File: config.mk
export PLATFORM = sky130hd
export DESIGN_NAME = ppxb_crossbar
export DESIGN_NICKNAME = d
export VERILOG_FILES = /design/src/rtl/ppxb_pkg.sv /design/src/rtl/ppxb_crossbar.sv
export SDC_FILE = /design/constraint.sdc
export NUM_CORES = 1
export LEC_CHECK = 0
export BUFFER_PORTS_ARGS = -buffer_cell sky130_fd_sc_hd__buf_2
export CORE_MARGIN = 1
export CORE_UTILIZATION = 50
export DETAILED_ROUTE_END_ITERATION = 10
export PLACE_DENSITY_LB_ADDON = 0.12
export SYNTH_ARGS = -nofsm -noshare
export SYNTH_HDL_FRONTEND = slang
export SYNTH_SLANG_ARGS = --single-unit
export TNS_END_PERCENT = 20
File: constraint.sdc
create_clock -name clk_sys_in -period 17.3 [get_ports clk_sys_in]
set_clock_uncertainty 0.05 [all_clocks]
set_input_delay 0.865 -clock clk_sys_in [delete_from_list [all_inputs] [get_ports clk_sys_in]]
set_output_delay 0.865 -clock clk_sys_in [all_outputs]
set_load 0.05 [all_outputs]
File: src/rtl/ppxb_pkg.sv
// package: constants and types for the priority pin crossbar
package ppxb_pkg;

    // ****************************************
    // sizes
    // ****************************************
    localparam int PIN_N  = 17;             // P0.0 .. P2.0
    localparam int XBAR_N = 16;             // P0.0 .. P1.7 only
    localparam int RES_N  = 17;             // routed signals
    localparam int RES_W  = 5;              // resource index width

    // ****************************************
    // resource indices, in priority order
    // ****************************************
    localparam int RES_UART_TX = 0;
    localparam int RES_UART_RX = 1;
    localparam int RES_SPI_SCK = 2;
    localparam int RES_SPI_MISO = 3;
    localparam int RES_SPI_MOSI = 4;
    localparam int RES_SPI_NSS = 5;
    localparam int RES_SMB_SDA = 6;
    localparam int RES_SMB_SCL = 7;
    localparam int RES_CMP_SYNC = 8;
    localparam int RES_CMP_ASYNC = 9;
    localparam int RES_SYSTEM_CLOCK_OUT = 10;
    localparam int RES_COUNTER_ARRAY_OUT0 = 11;
    localparam int RES_COUNTER_ARRAY_OUT1 = 12;
    localparam int RES_COUNTER_ARRAY_OUT2 = 13;
    localparam int RES_ECI = 14;
    localparam int RES_T0 = 15;
    localparam int RES_T1 = 16;

    // ****************************************
    // fixed uart pins
    // ****************************************
    localparam int UART_TX_PIN = 4;
    localparam int UART_RX_PIN = 5;

    // ****************************************
    // select a field positions
    // ****************************************
    localparam int SELA_UART = 0;
    localparam int SELA_SPI = 1;
    localparam int SELA_SMB = 2;
    localparam int SELA_SYSTEM_CLOCK_OUT = 3;
    localparam int SELA_CMP = 4;
    localparam int SELA_CMPA = 5;

    // ****************************************
    // select b field positions
    // ****************************************
    localparam int SELB_PCA_LO = 0;
    localparam int SELB_ECI = 3;
    localparam int SELB_T0 = 4;
    localparam int SELB_T1 = 5;
    localparam int SELB_XBAR_EN = 6;
    localparam int SELB_WPUD = 7;

    // ****************************************
    // field codes
    // ****************************************
    localparam logic [1:0] PCA_NONE = 2'h0;
    localparam logic [1:0] PCA_ONE = 2'h1;
    localparam logic [1:0] PCA_TWO = 2'h2;
    localparam logic [1:0] PCA_THREE = 2'h3;
    localparam int NSS_4WIRE_BIT = 1;       // mode 1x is 4-wire

    // ****************************************
    // reset values
    // ****************************************
    localparam logic [RES_N-1:0] PERIPH_IN_RST = 17'h1FFFF;

    // per pin: bit 5 valid, bits 4:0 resource index
    typedef logic [PIN_N-1:0][RES_W:0] ppxb_map_t;

endpackage
File: src/rtl/ppxb_crossbar.sv
// module: priority pin crossbar with per-pin io cell control
module ppxb_crossbar
    import ppxb_pkg::*;
(
    // clock and reset
    input  wire logic                        clk_sys_in,
    input  wire logic                        rstn_in,
    // route selection and spi mode
    input  wire logic [7:0]                  periph_route_select_a_in,
    input  wire logic [7:0]                  periph_route_select_b_in,
    input  wire logic [1:0]                  spi_slave_select_mode_in,
    // per-pin configuration
    input  wire logic [ppxb_pkg::PIN_N-1:0]  pin_input_mode_in,
    input  wire logic [ppxb_pkg::PIN_N-1:0]  pin_output_mode_in,
    input  wire logic [ppxb_pkg::XBAR_N-1:0] pin_skip_mask_in,
    input  wire logic [ppxb_pkg::PIN_N-1:0]  port_latch_in,
    // peripheral side
    input  wire logic [ppxb_pkg::RES_N-1:0]  periph_out_in,
    input  wire logic [ppxb_pkg::RES_N-1:0]  periph_oe_in,
    output logic      [ppxb_pkg::RES_N-1:0]  periph_in_out,
    // pad side
    input  wire logic [ppxb_pkg::PIN_N-1:0]  pad_in,
    output logic      [ppxb_pkg::PIN_N-1:0]  pad_out,
    output logic      [ppxb_pkg::PIN_N-1:0]  pad_oe_out,
    output logic      [ppxb_pkg::PIN_N-1:0]  pad_pullup_out,
    output logic      [ppxb_pkg::PIN_N-1:0]  pad_rx_en_out,
    // status
    output logic      [ppxb_pkg::PIN_N-1:0]  port_read_out,
    output logic      [ppxb_pkg::PIN_N-1:0]  pin_assigned_out
);
    import ppxb_pkg::*;

    // ****************************************
    // pad synchroniser
    // ****************************************
    logic [PIN_N-1:0] pad_meta_q;           // first stage, read by second only
    logic [PIN_N-1:0] pad_sync_q;           // safe pad level

    // pads are asynchronous to the core clock
    always_ff @(posedge clk_sys_in) begin
        if (!rstn_in) begin
            pad_meta_q <= '0;
            pad_sync_q <= '0;
        end else begin
            pad_meta_q <= pad_in;
            pad_sync_q <= pad_meta_q;
        end
    end

    // ****************************************
    // control field decode
    // ****************************************
    wire xbar_en;                           // global crossbar enable
    wire wpud;                              // global weak pull-up disable
    wire [1:0] pca_sel;                     // counter-array route field
    wire spi_4wire;                         // nss pinned out

    assign xbar_en   = periph_route_select_b_in[SELB_XBAR_EN];
    assign wpud      = periph_route_select_b_in[SELB_WPUD];
    assign pca_sel   = periph_route_select_b_in[SELB_PCA_LO +: 2];
    assign spi_4wire = spi_slave_select_mode_in[NSS_4WIRE_BIT];

    // ****************************************
    // per-resource request vector
    // ****************************************
    logic [RES_N-1:0] res_en;               // resources asking for a pin

    wire uart_sel = periph_route_select_a_in[SELA_UART];
    wire spi_sel  = periph_route_select_a_in[SELA_SPI];
    wire smb_sel  = periph_route_select_a_in[SELA_SMB];

    // uart and smbus always claim their signal pairs together
    assign res_en[RES_UART_TX]   = uart_sel;
    assign res_en[RES_UART_RX]   = uart_sel;
    assign res_en[RES_SPI_SCK]   = spi_sel;
    assign res_en[RES_SPI_MISO]  = spi_sel;
    assign res_en[RES_SPI_MOSI]  = spi_sel;
    assign res_en[RES_SPI_NSS]   = spi_sel & spi_4wire;
    assign res_en[RES_SMB_SDA]   = smb_sel;
    assign res_en[RES_SMB_SCL]   = smb_sel;
    assign res_en[RES_CMP_SYNC]  = periph_route_select_a_in[SELA_CMP];
    assign res_en[RES_CMP_ASYNC] = periph_route_select_a_in[SELA_CMPA];
    assign res_en[RES_SYSTEM_CLOCK_OUT]    = periph_route_select_a_in[SELA_SYSTEM_CLOCK_OUT];
    // counter-array outputs open up one at a time
    assign res_en[RES_COUNTER_ARRAY_OUT0] = (pca_sel != PCA_NONE);
    assign res_en[RES_COUNTER_ARRAY_OUT1] = (pca_sel == PCA_TWO) |
                              (pca_sel == PCA_THREE);
    assign res_en[RES_COUNTER_ARRAY_OUT2] = (pca_sel == PCA_THREE);
    assign res_en[RES_ECI]  = periph_route_select_b_in[SELB_ECI];
    assign res_en[RES_T0]   = periph_route_select_b_in[SELB_T0];
    assign res_en[RES_T1]   = periph_route_select_b_in[SELB_T1];

    // ****************************************
    // priority placement
    // ****************************************
    // walks resources in index order, which is the priority order;
    // purely combinational, so a whole chain of 15 searches settles
    // in one cycle at this slow core clock
    function automatic ppxb_map_t place_resources(
        input logic [RES_N-1:0]  en,
        input logic [XBAR_N-1:0] skip
    );
        ppxb_map_t         m;
        logic [XBAR_N-1:0] taken;
        logic              done;
        m     = '0;
        taken = skip;
        done  = 1'b0;
        // uart ignores skips, it owns its bootload pins
        if (en[RES_UART_TX]) begin
            m[UART_TX_PIN] = {1'b1, RES_W'(RES_UART_TX)};
            m[UART_RX_PIN] = {1'b1, RES_W'(RES_UART_RX)};
            taken[UART_TX_PIN] = 1'b1;
            taken[UART_RX_PIN] = 1'b1;
        end
        // only P0.0..P1.7 searched, P2.0 stays gpio
        for (int r = RES_SPI_SCK; r < RES_N; r++) begin
            done = 1'b0;
            if (en[r]) begin
                for (int p = 0; p < XBAR_N; p++) begin
                    if (!done && !taken[p]) begin
                        m[p]     = {1'b1, RES_W'(r)};
                        taken[p] = 1'b1;
                        done     = 1'b1;
                    end
                end
            end
        end
        return m;
    endfunction

    ppxb_map_t pin_map;                     // resource owning each pin
    assign pin_map = place_resources(res_en, pin_skip_mask_in);

    // ****************************************
    // peripheral input gather
    // ****************************************
    // unrouted inputs read high, the idle level of every serial line
    function automatic logic [RES_N-1:0] gather_inputs(
        input ppxb_map_t        m,
        input logic [PIN_N-1:0] lvl,
        input logic [PIN_N-1:0] rx_ok
    );
        logic [RES_N-1:0] v;
        v = PERIPH_IN_RST;
        for (int p = 0; p < PIN_N; p++) begin
            if (m[p][RES_W] && rx_ok[p]) begin
                v[m[p][RES_W-1:0]] = lvl[p];
            end
        end
        return v;
    endfunction

    // ****************************************
    // per-pin io cell control
    // ****************************************
    logic [PIN_N-1:0] out_d;                // pad output level
    logic [PIN_N-1:0] oe_d;                 // pad driver enable
    logic [PIN_N-1:0] pu_d;                 // weak pull-up enable
    logic [PIN_N-1:0] rx_d;                 // digital receiver enable
    logic [PIN_N-1:0] rd_d;                 // port read value
    logic [PIN_N-1:0] asg_d;                // pin carries a resource
    logic [RES_N-1:0] pin_in_d;             // level back to peripherals

    for (genvar p = 0; p < PIN_N; p++) begin : g_pin
        wire [RES_W-1:0] res;               // owning resource
        wire owned;                         // crossbar drives this pin
        wire digital;                       // input mode bit
        wire smb_pin;                       // smbus line forces od
        wire open_drain;                    // effective driver type
        wire val;                           // level to present
        wire want_drive;                    // source asks to drive
        wire drive;                         // final driver enable

        assign res     = pin_map[p][RES_W-1:0];
        // assignments only take effect once enabled
        assign owned   = xbar_en & pin_map[p][RES_W];
        assign digital = pin_input_mode_in[p];
        assign smb_pin = owned &
                         ((res == RES_W'(RES_SMB_SDA)) |
                          (res == RES_W'(RES_SMB_SCL)));
        // output mode bit applies to peripheral pins too
        assign open_drain = ~pin_output_mode_in[p] | smb_pin;
        // leftover pins fall back to the port latch
        assign val        = owned ? periph_out_in[res]
                                  : port_latch_in[p];
        assign want_drive = owned ? periph_oe_in[res] : 1'b1;
        // disabled crossbar or analog pin: no driver at all;
        // open-drain only ever pulls low
        assign drive = xbar_en & digital & want_drive &
                       (~open_drain | ~val);

        assign out_d[p] = val;
        assign oe_d[p]  = drive;
        // pull-up on open-drain digital pins not pulled low
        assign pu_d[p]  = digital & ~wpud & open_drain &
                          ~(drive & ~val);
        assign rx_d[p]  = digital;
        // analog pins read back zero, receiver is off
        assign rd_d[p]  = digital & pad_sync_q[p];
        assign asg_d[p] = owned;
    end

    // peripherals see nothing while the crossbar is off
    assign pin_in_d = xbar_en ? gather_inputs(pin_map, pad_sync_q, rx_d)
                              : PERIPH_IN_RST;

    // ****************************************
    // output registers
    // ****************************************
    // reset leaves every driver off and every pin a digital input;
    // the enable bit itself is held outside and resets clear
    always_ff @(posedge clk_sys_in) begin
        if (!rstn_in) begin
            pad_out          <= '0;
            pad_oe_out       <= '0;
            pad_pullup_out   <= '0;
            pad_rx_en_out    <= '1;
            port_read_out    <= '0;
            pin_assigned_out <= '0;
            periph_in_out    <= PERIPH_IN_RST;
        end else begin
            pad_out          <= out_d;
            pad_oe_out       <= oe_d;
            pad_pullup_out   <= pu_d;
            pad_rx_en_out    <= rx_d;
            port_read_out    <= rd_d;
            pin_assigned_out <= asg_d;
            periph_in_out    <= pin_in_d;
        end
    end

endmodule // ppxb_crossbar

* Word level (Yosys, flattened, before mapping)
Cells that the tools add are included.
** Operators by class
- Magnitude comparators :: 32
- Eq/ne operators :: 34
- Multiplexer cells :: 1090
- Bitwise gates (word level) :: 288
- Reduce and logical (&&, ||, !) cells :: 709
** Operators by type and width (count)
- $mux 6 :: 240
- $mux 96 :: 15
- $mux 1 :: 740
- $logic_not 1->1 :: 450
- $mux 17 :: 16
- $logic_and 1x1->1 :: 257
- $bwmux 17 :: 15
- $mux 16 :: 14
- $and 1x1->1 :: 168
- $bmux 1 s5 :: 32
- $eq 5x3->1 const B :: 32
- $lt 5x6->1 const B :: 16
- $demux 1 s5 :: 16
- $ge 5x1->1 const B :: 16
- $not 1->1 :: 68
- $or 1x1->1 :: 50
- $not 17->17 :: 1
- $or 17x17->17 :: 1
- $mux 12 :: 1
- $eq 2x2->1 const B :: 2
- $mux 2 :: 1
- $reduce_and 2->1 :: 1
- $reduce_bool 2->1 :: 1
** Word-level totals
- Register bits :: 153
- Bits of input ports :: 138
- Output and inout bits :: 119

* Longest topological paths before layout
- Depth in word-level cells :: 967
- Mapped depth :: 30
- Mapped depth without buffers :: 21

* Worst setup path after synthesis
No wires, ideal clock.
- Kind :: input to register
- From :: input port pin_skip_mask_in[2] (netlist name)
- To :: register pad_pullup_out[13] (netlist name)
- Library setup time :: 0.118 ns
- Data arrival time :: 6.728 ns
- Setup slack :: 10.404 ns
- Cell stages on the path :: 28
- Buffers on the path :: 7
- Cell sequence :: buf_2 > buf_6 > o211a_1 > o21ai_4 > buf_6 > o31a_1 > buf_2 > a2111oi_4 > or3_1 > a211o_1 > nor2_2 > o21ai_1 > or2_2 > clkbuf_1 > a211oi_1 > o21ai_2 > and2_1 > buf_2 > nor4_1 > a2111oi_4 > nand2_1 > and2_1 > buf_2 > mux4_2 > nor2b_1 > a2111oi_4 > a22oi_2 > o2111a_1
** Between the ends
- Longest elaborated chain between the ends :: 114
- Elaborated cells on any way between the ends :: 1077
** RTL lines
- from (decl) :: line ppxb_crossbar.sv:15 : input wire logic [ppxb_pkg::XBAR_N-1:0] pin_skip_mask_in,
- $logic_not 1->1 :: line ppxb_crossbar.sv:121 : if (!done && !taken[p]) begin
- $logic_and 1x1->1 :: line ppxb_crossbar.sv:121
- $mux 1 :: line ppxb_crossbar.sv:121
- $mux 16 / $mux 1 (equally long branches) :: line ppxb_crossbar.sv:119 : if (en[r]) begin
- $logic_not 1->1 :: line ppxb_crossbar.sv:121
- $logic_and 1x1->1 :: line ppxb_crossbar.sv:121
- $mux 1 :: line ppxb_crossbar.sv:121
- $mux 16 / $mux 1 (equally long branches) :: line ppxb_crossbar.sv:119
- [... 90 more ...]
- $mux 1 :: line ppxb_crossbar.sv:121
- $mux 1 / $mux 16 (equally long branches) :: line ppxb_crossbar.sv:119
- $logic_not 1->1 :: line ppxb_crossbar.sv:121
- $logic_and 1x1->1 :: line ppxb_crossbar.sv:121
- $mux 6 :: line ppxb_crossbar.sv:121
- $mux 96 * :: line ppxb_crossbar.sv:119
- branches (longest 9 deep; another with $bmux 1 s5)
- $and 1x1->1 * :: line ppxb_crossbar.sv:196 : assign pu_d[p] = digital & ~wpud & open_drain &
- to (signal assigned) :: line ppxb_crossbar.sv:225 : pad_pullup_out <= pu_d;
- to (decl) :: line ppxb_crossbar.sv:25 : output logic [ppxb_pkg::PIN_N-1:0] pad_pullup_out,
Every way passes the cells marked *. The select of a mux whose other input is x is not followed.
A chain may end at the register's enable or synchronous reset.

* Worst setup path in the final report
- From :: input port periph_route_select_a_in[1]
- To :: register periph_in_out[3] (netlist name)
** Between the ends
- Longest elaborated chain between the ends :: 121
- Elaborated cells on any way between the ends :: 1628
** RTL lines
- from (decl) :: line ppxb_crossbar.sv:9 : input wire logic [7:0] periph_route_select_a_in,
- $mux 16 :: line ppxb_crossbar.sv:119
- $mux 1 :: line ppxb_crossbar.sv:121
- $mux 1 :: line ppxb_crossbar.sv:119
- $logic_not 1->1 :: line ppxb_crossbar.sv:121
- $logic_and 1x1->1 :: line ppxb_crossbar.sv:121
- $mux 1 :: line ppxb_crossbar.sv:121
- $mux 16 / $mux 1 (equally long branches) :: line ppxb_crossbar.sv:119
- $logic_not 1->1 :: line ppxb_crossbar.sv:121
- [... 105 more ...]
- $mux 6 :: line ppxb_crossbar.sv:121
- $mux 96 * :: line ppxb_crossbar.sv:119
- $lt 5x6->1 (not written as such) / $ge 5x1->1 (equally long branches) :: line ppxb_crossbar.sv:148 : v[m[p][RES_W-1:0]] = lvl[p];
- $logic_and 1x1->1 (not written as such) :: line ppxb_crossbar.sv:148
- $mux 1 (not written as such) :: line ppxb_crossbar.sv:148
- $demux 1 s5 :: line ppxb_crossbar.sv:148
- $bwmux 17 :: line ppxb_crossbar.sv:148
- $mux 17 * :: line ppxb_crossbar.sv:147 : if (m[p][RES_W] && rx_ok[p]) begin
- to (signal assigned) :: line ppxb_crossbar.sv:229 : periph_in_out <= pin_in_d;
- to (decl) :: line ppxb_crossbar.sv:20 : output logic [ppxb_pkg::RES_N-1:0] periph_in_out,
Mark *: on every way between the ends. The rest lies on a longest branch, timed or not. The select of a mux whose other input is x is not followed.

==> impl_metrics.tcl <==
set metrics [dict create \
    synth_cell_types 131 \
    grt_max_degree 81 \
    crit_type "primary input to register" \
    post_cts_buffers 0 \
    cts_hold_buf 0 \
    place.gp.congestion 0.978 \
    p_switching_mw 0.972 \
    cts-root-buf "clkbuf_16" \
    syn_to_final_growth_pct 9.74 \
    pwr-share-seq_pct 19.8 \
    hold_start "pad_meta_q[0]" \
    r2r_slack_ns 13.86 \
    dr.first_iter.drc_count 3910 \
    vias 24569 \
    grt_pass1_vias 22255 \
    cp_num_buf_inv 2 \
    intPower_mw 0.962 \
    via_per_inst 7.36 \
    cp_cell_sequence "buf_2 -> inv_1 -> a31o_2 -> o21ai_2 -> nor2_2 -> o21ai_1 -> nor3_2 -> a2111oi_4 -> nor3_4 -> or3_1 -> nand4_1 -> a41oi_2 -> nor3_2 -> nand2_1 -> a2111oi_4 -> nand2_1 -> or3_1 -> a21oi_1 -> nor4_1 -> nand3b_1 -> o311ai_0 -> o21ai_0" \
    tightest_slew_ns 1.42 \
    cts_max_level 4 \
    whs_endpoint "pad_sync_q[0]" \
    fmax_mhz 105 \
    fin_crit_sh_pct 55.2 \
    slew_viol_final 0 \
    die-width_um 202 \
    numCtsBuffers 17 \
    clkSlewWorstSetupHoldPaths_ns 0.08 \
    slew_headroom_pct 4.62 \
    combPwrFrac_pct 60.8 \
    dpl.cell_count 3308 \
    multi_input_area_mm2 0.0160 \
    ys.warnings.count 0 \
    min_path_type "register to register" \
    synthCells 2693 \
    portBuffers 251 \
    p_leak_nw 8.61 \
    seq_area_frac_synth_pct 15.2 \
    cp_top_family "compound AO/OA/AOI/OAI gates" \
    peakVddDrop_mv 0.106 \
    async_flop_share_pct 0 \
    status "complete, no violations" \
    totalNegativeSetupSlack_ns 0 \
    timing.rr.start "pad_sync_q[1]" \
    fillers 3792 \
    dieArea_mm2 0.0408 \
    nNetsFinal 2947 \
    die_h_um 202 \
    antenna_cells 0 \
    cts_tree "built" \
    remaining_drc_errors 0 \
    yosysTopAreaCell "dfxtp_1" \
    layout-drive-gt1-share_pct 19.0 \
    finalWirelength_um 90900 \
    wl_per_cell_um 27.2 \
    clockBufferDepth 2 \
    cp.arrival_ns 9.83 \
    max_stage_delay_ns 0.79 \
    dp_hpwl_um 68900 \
    grt_usage_pct 42.7 \
    final_hold_viol_count 0 \
    grt_pass1_wl_um 134000 \
    clock_latency_ns 0.44 \
    finalNonFillerCells 3340 \
    synth_ff_type "dfxtp_1" \
    synth_seq_cells 152 \
    initial_core_util_pct 51.3 \
    ant_nets 0 \
    finalCriticalPeriod_ns 9.56 \
    yosysTopAreaCellShare_pct 15.2 \
    antenna_found_initial 0 \
    synth.avg_cell_area_um2 7.43 \
    switching_share_pct 50.3 \
    worst_setup_path_start_kind "primary input" \
    rows 72 \
    coreArea_mm2 0.0390 \
    cp.required_ns 17.57 \
    ys_top_cells_by_area "dfxtp_1 (15%), mux2i_1 (6.9%), nand2_1 (4.9%), a21oi_1 (4.7%), nor2_1 (4.3%)" \
    synth_nets 2831 \
    ios 257 \
    cts.repair.resized 0 \
    clock_sinks 152 \
    synth_area_mm2 0.0200 \
    rr_endpoint "periph_in_out[15]" \
    seqCellArea_mm2 0.00304 \
    crit_path_end_kind "register" \
    rsz0062_at_grt "false" \
    setup_violations 0 \
    pwr_density_cell_mw_per_mm2 88.2 \
    first_pass_iters 9 \
    drv_cap 0 \
    clockPowerShare_pct 19.4 \
    holdPathStages 1 \
    overflow 0 \
    crit_slowest_cell "o21ai_1" \
    reg2regPathDepth 14 \
    synth_edf_count 0 \
    cp_max_fo 37 \
]
-- through the flow --
stage / util [%] / worst slack, ns / hold slack (ns) / total power, mW / instance area [µm²]
after CTS: 56.3 / 8.18 / 0.388 / 1.89 / 21900
final: 56.3 / 7.74 / 0.386 / 1.93 / 21900
after global routing: 56.3 / 7.41 / 0.395 / 2.01 / 21900
after floorplan: - / 10.40 / 0.362 / 1.23 / 20000
after global placement: 54.7 / 7.77 / 0.363 / 1.49 / 21400
after detailed placement: 54.7 / 7.68 / 0.369 / 1.51 / 21400
-- state kept, by name (all words and copies together), names as in the netlist --
signal	count
pad_meta_q	17
pad_oe_out	17
pad_out	17
pad_pullup_out	17
pad_rx_en_out	17
pad_sync_q	17
periph_in_out	17
port_read_out	17
pin_assigned_out	16
-- area by class of cell --
type | count | share of cell area (%)
multi-input cells | 2305 | 72.8
clock buffers | 18 | 2.00
flip-flops and latches | 152 | 13.9
well taps | 518 | 2.95
repair buffers | 284 | 6.85
inverters | 49 | 0.838
clock inverters | 14 | 0.684
-- per-layer routing --
layer	global-route usage, %	routed length (µm)	vias to the layer above
met5	0	0	-
met3	13.9	13800	277
met4	13.9	3060	0
met1	59.7	37600	11690
met2	61.1	36500	1868
li1	-	-	10734
-- worst max path at each step --
stage	startpoint	end	slack [ns]	cells past startpoint
finish	periph_route_select_a_in[1]	periph_in_out[3]	7.74	22
global route	periph_route_select_a_in[1]	periph_in_out[3]	7.41	22
CTS	periph_route_select_a_in[1]	periph_in_out[3]	8.18	22
detailed placement	periph_route_select_a_in[1]	periph_in_out[3]	7.68	22
global placement	periph_route_select_a_in[1]	periph_in_out[3]	7.77	22
floorplan	pin_skip_mask_in[2]	pad_pullup_out[13]	10.40	28
-- power by group through the flow --
| stage | clock network (mW) | registers, mW | logic [mW] |
|---|---|---|---|
| finish | 0.376 | 0.384 | 1.18 |
| global route | 0.394 | 0.385 | 1.23 |
| CTS | 0.385 | 0.383 | 1.13 |
| detailed placement | 0 | 0.390 | 1.12 |
| global placement | 0 | 0.390 | 1.10 |
| floorplan | 0 | 0.455 | 0.772 |
-- kinds of logic (layout without fill, tap and decap cells) --
| logic type | after synthesis | count (layout) | synth area share, % |
|---|---|---|---|
| AOI/OAI and AO/OA | 987 | 987 | 37.6 |
| buffers and inverters | 236 | 365 | 5.14 |
| other | 1 | 1 | 0.0188 |
| adders and majority gates | 23 | 23 | 1.17 |
| muxes | 204 | 204 | 12.7 |
| DFF | 152 | 152 | 15.2 |
| and+or+nand+nor | 1071 | 1071 | 27.4 |
| xor gates and xnor gates | 19 | 19 | 0.832 |
-- synth_stat cells, types with 12 or more instances --
cell type  number
nand2_1       262
nor2_1        230
a21oi_1       187
dfxtp_1       152
mux2i_1       137
o21ai_0       128
clkbuf_1      126
nor3_1         96
nand3_1        89
and2_1         79
a211oi_1       77
o211ai_1       52
and3_1         48
inv_1          48
nand2b_1       43
a22oi_1        41
a31oi_1        40
nor2b_1        40
a221oi_1       36
mux4_2         36
buf_2          35
mux2_2         31
or3_1          30
o21ai_1        27
a211o_1        25
a221o_1        23
o21a_1         23
nand4_1        22
nor4_1         22
o31ai_1        22
maj3_1         20
o22ai_1        20
o211a_1        17
o221ai_1       17
or2_2          17
a21o_1         15
xnor2_1        15
buf_4          14
o31a_1         13
a31o_2         12
-- layout by cell type (no fill, tap or decap), types with 40 or more instances in the layout --
cell	Yosys	routed
a21oi_1	187	185
a22oi_1	41	41
nor2b_1	40	40
mux2i_1	137	137
nand3_1	89	89
and3_1	48	48
buf_2	35	251
a211oi_1	77	77
nor3_1	96	96
o211ai_1	52	52
and2_1	79	79
o21ai_0	128	126
inv_1	48	48
dfxtp_1	152	152
nand2b_1	43	43
nor2_1	230	229
nand2_1	262	262
Note: power is estimated with default switching activity, not from simulation.
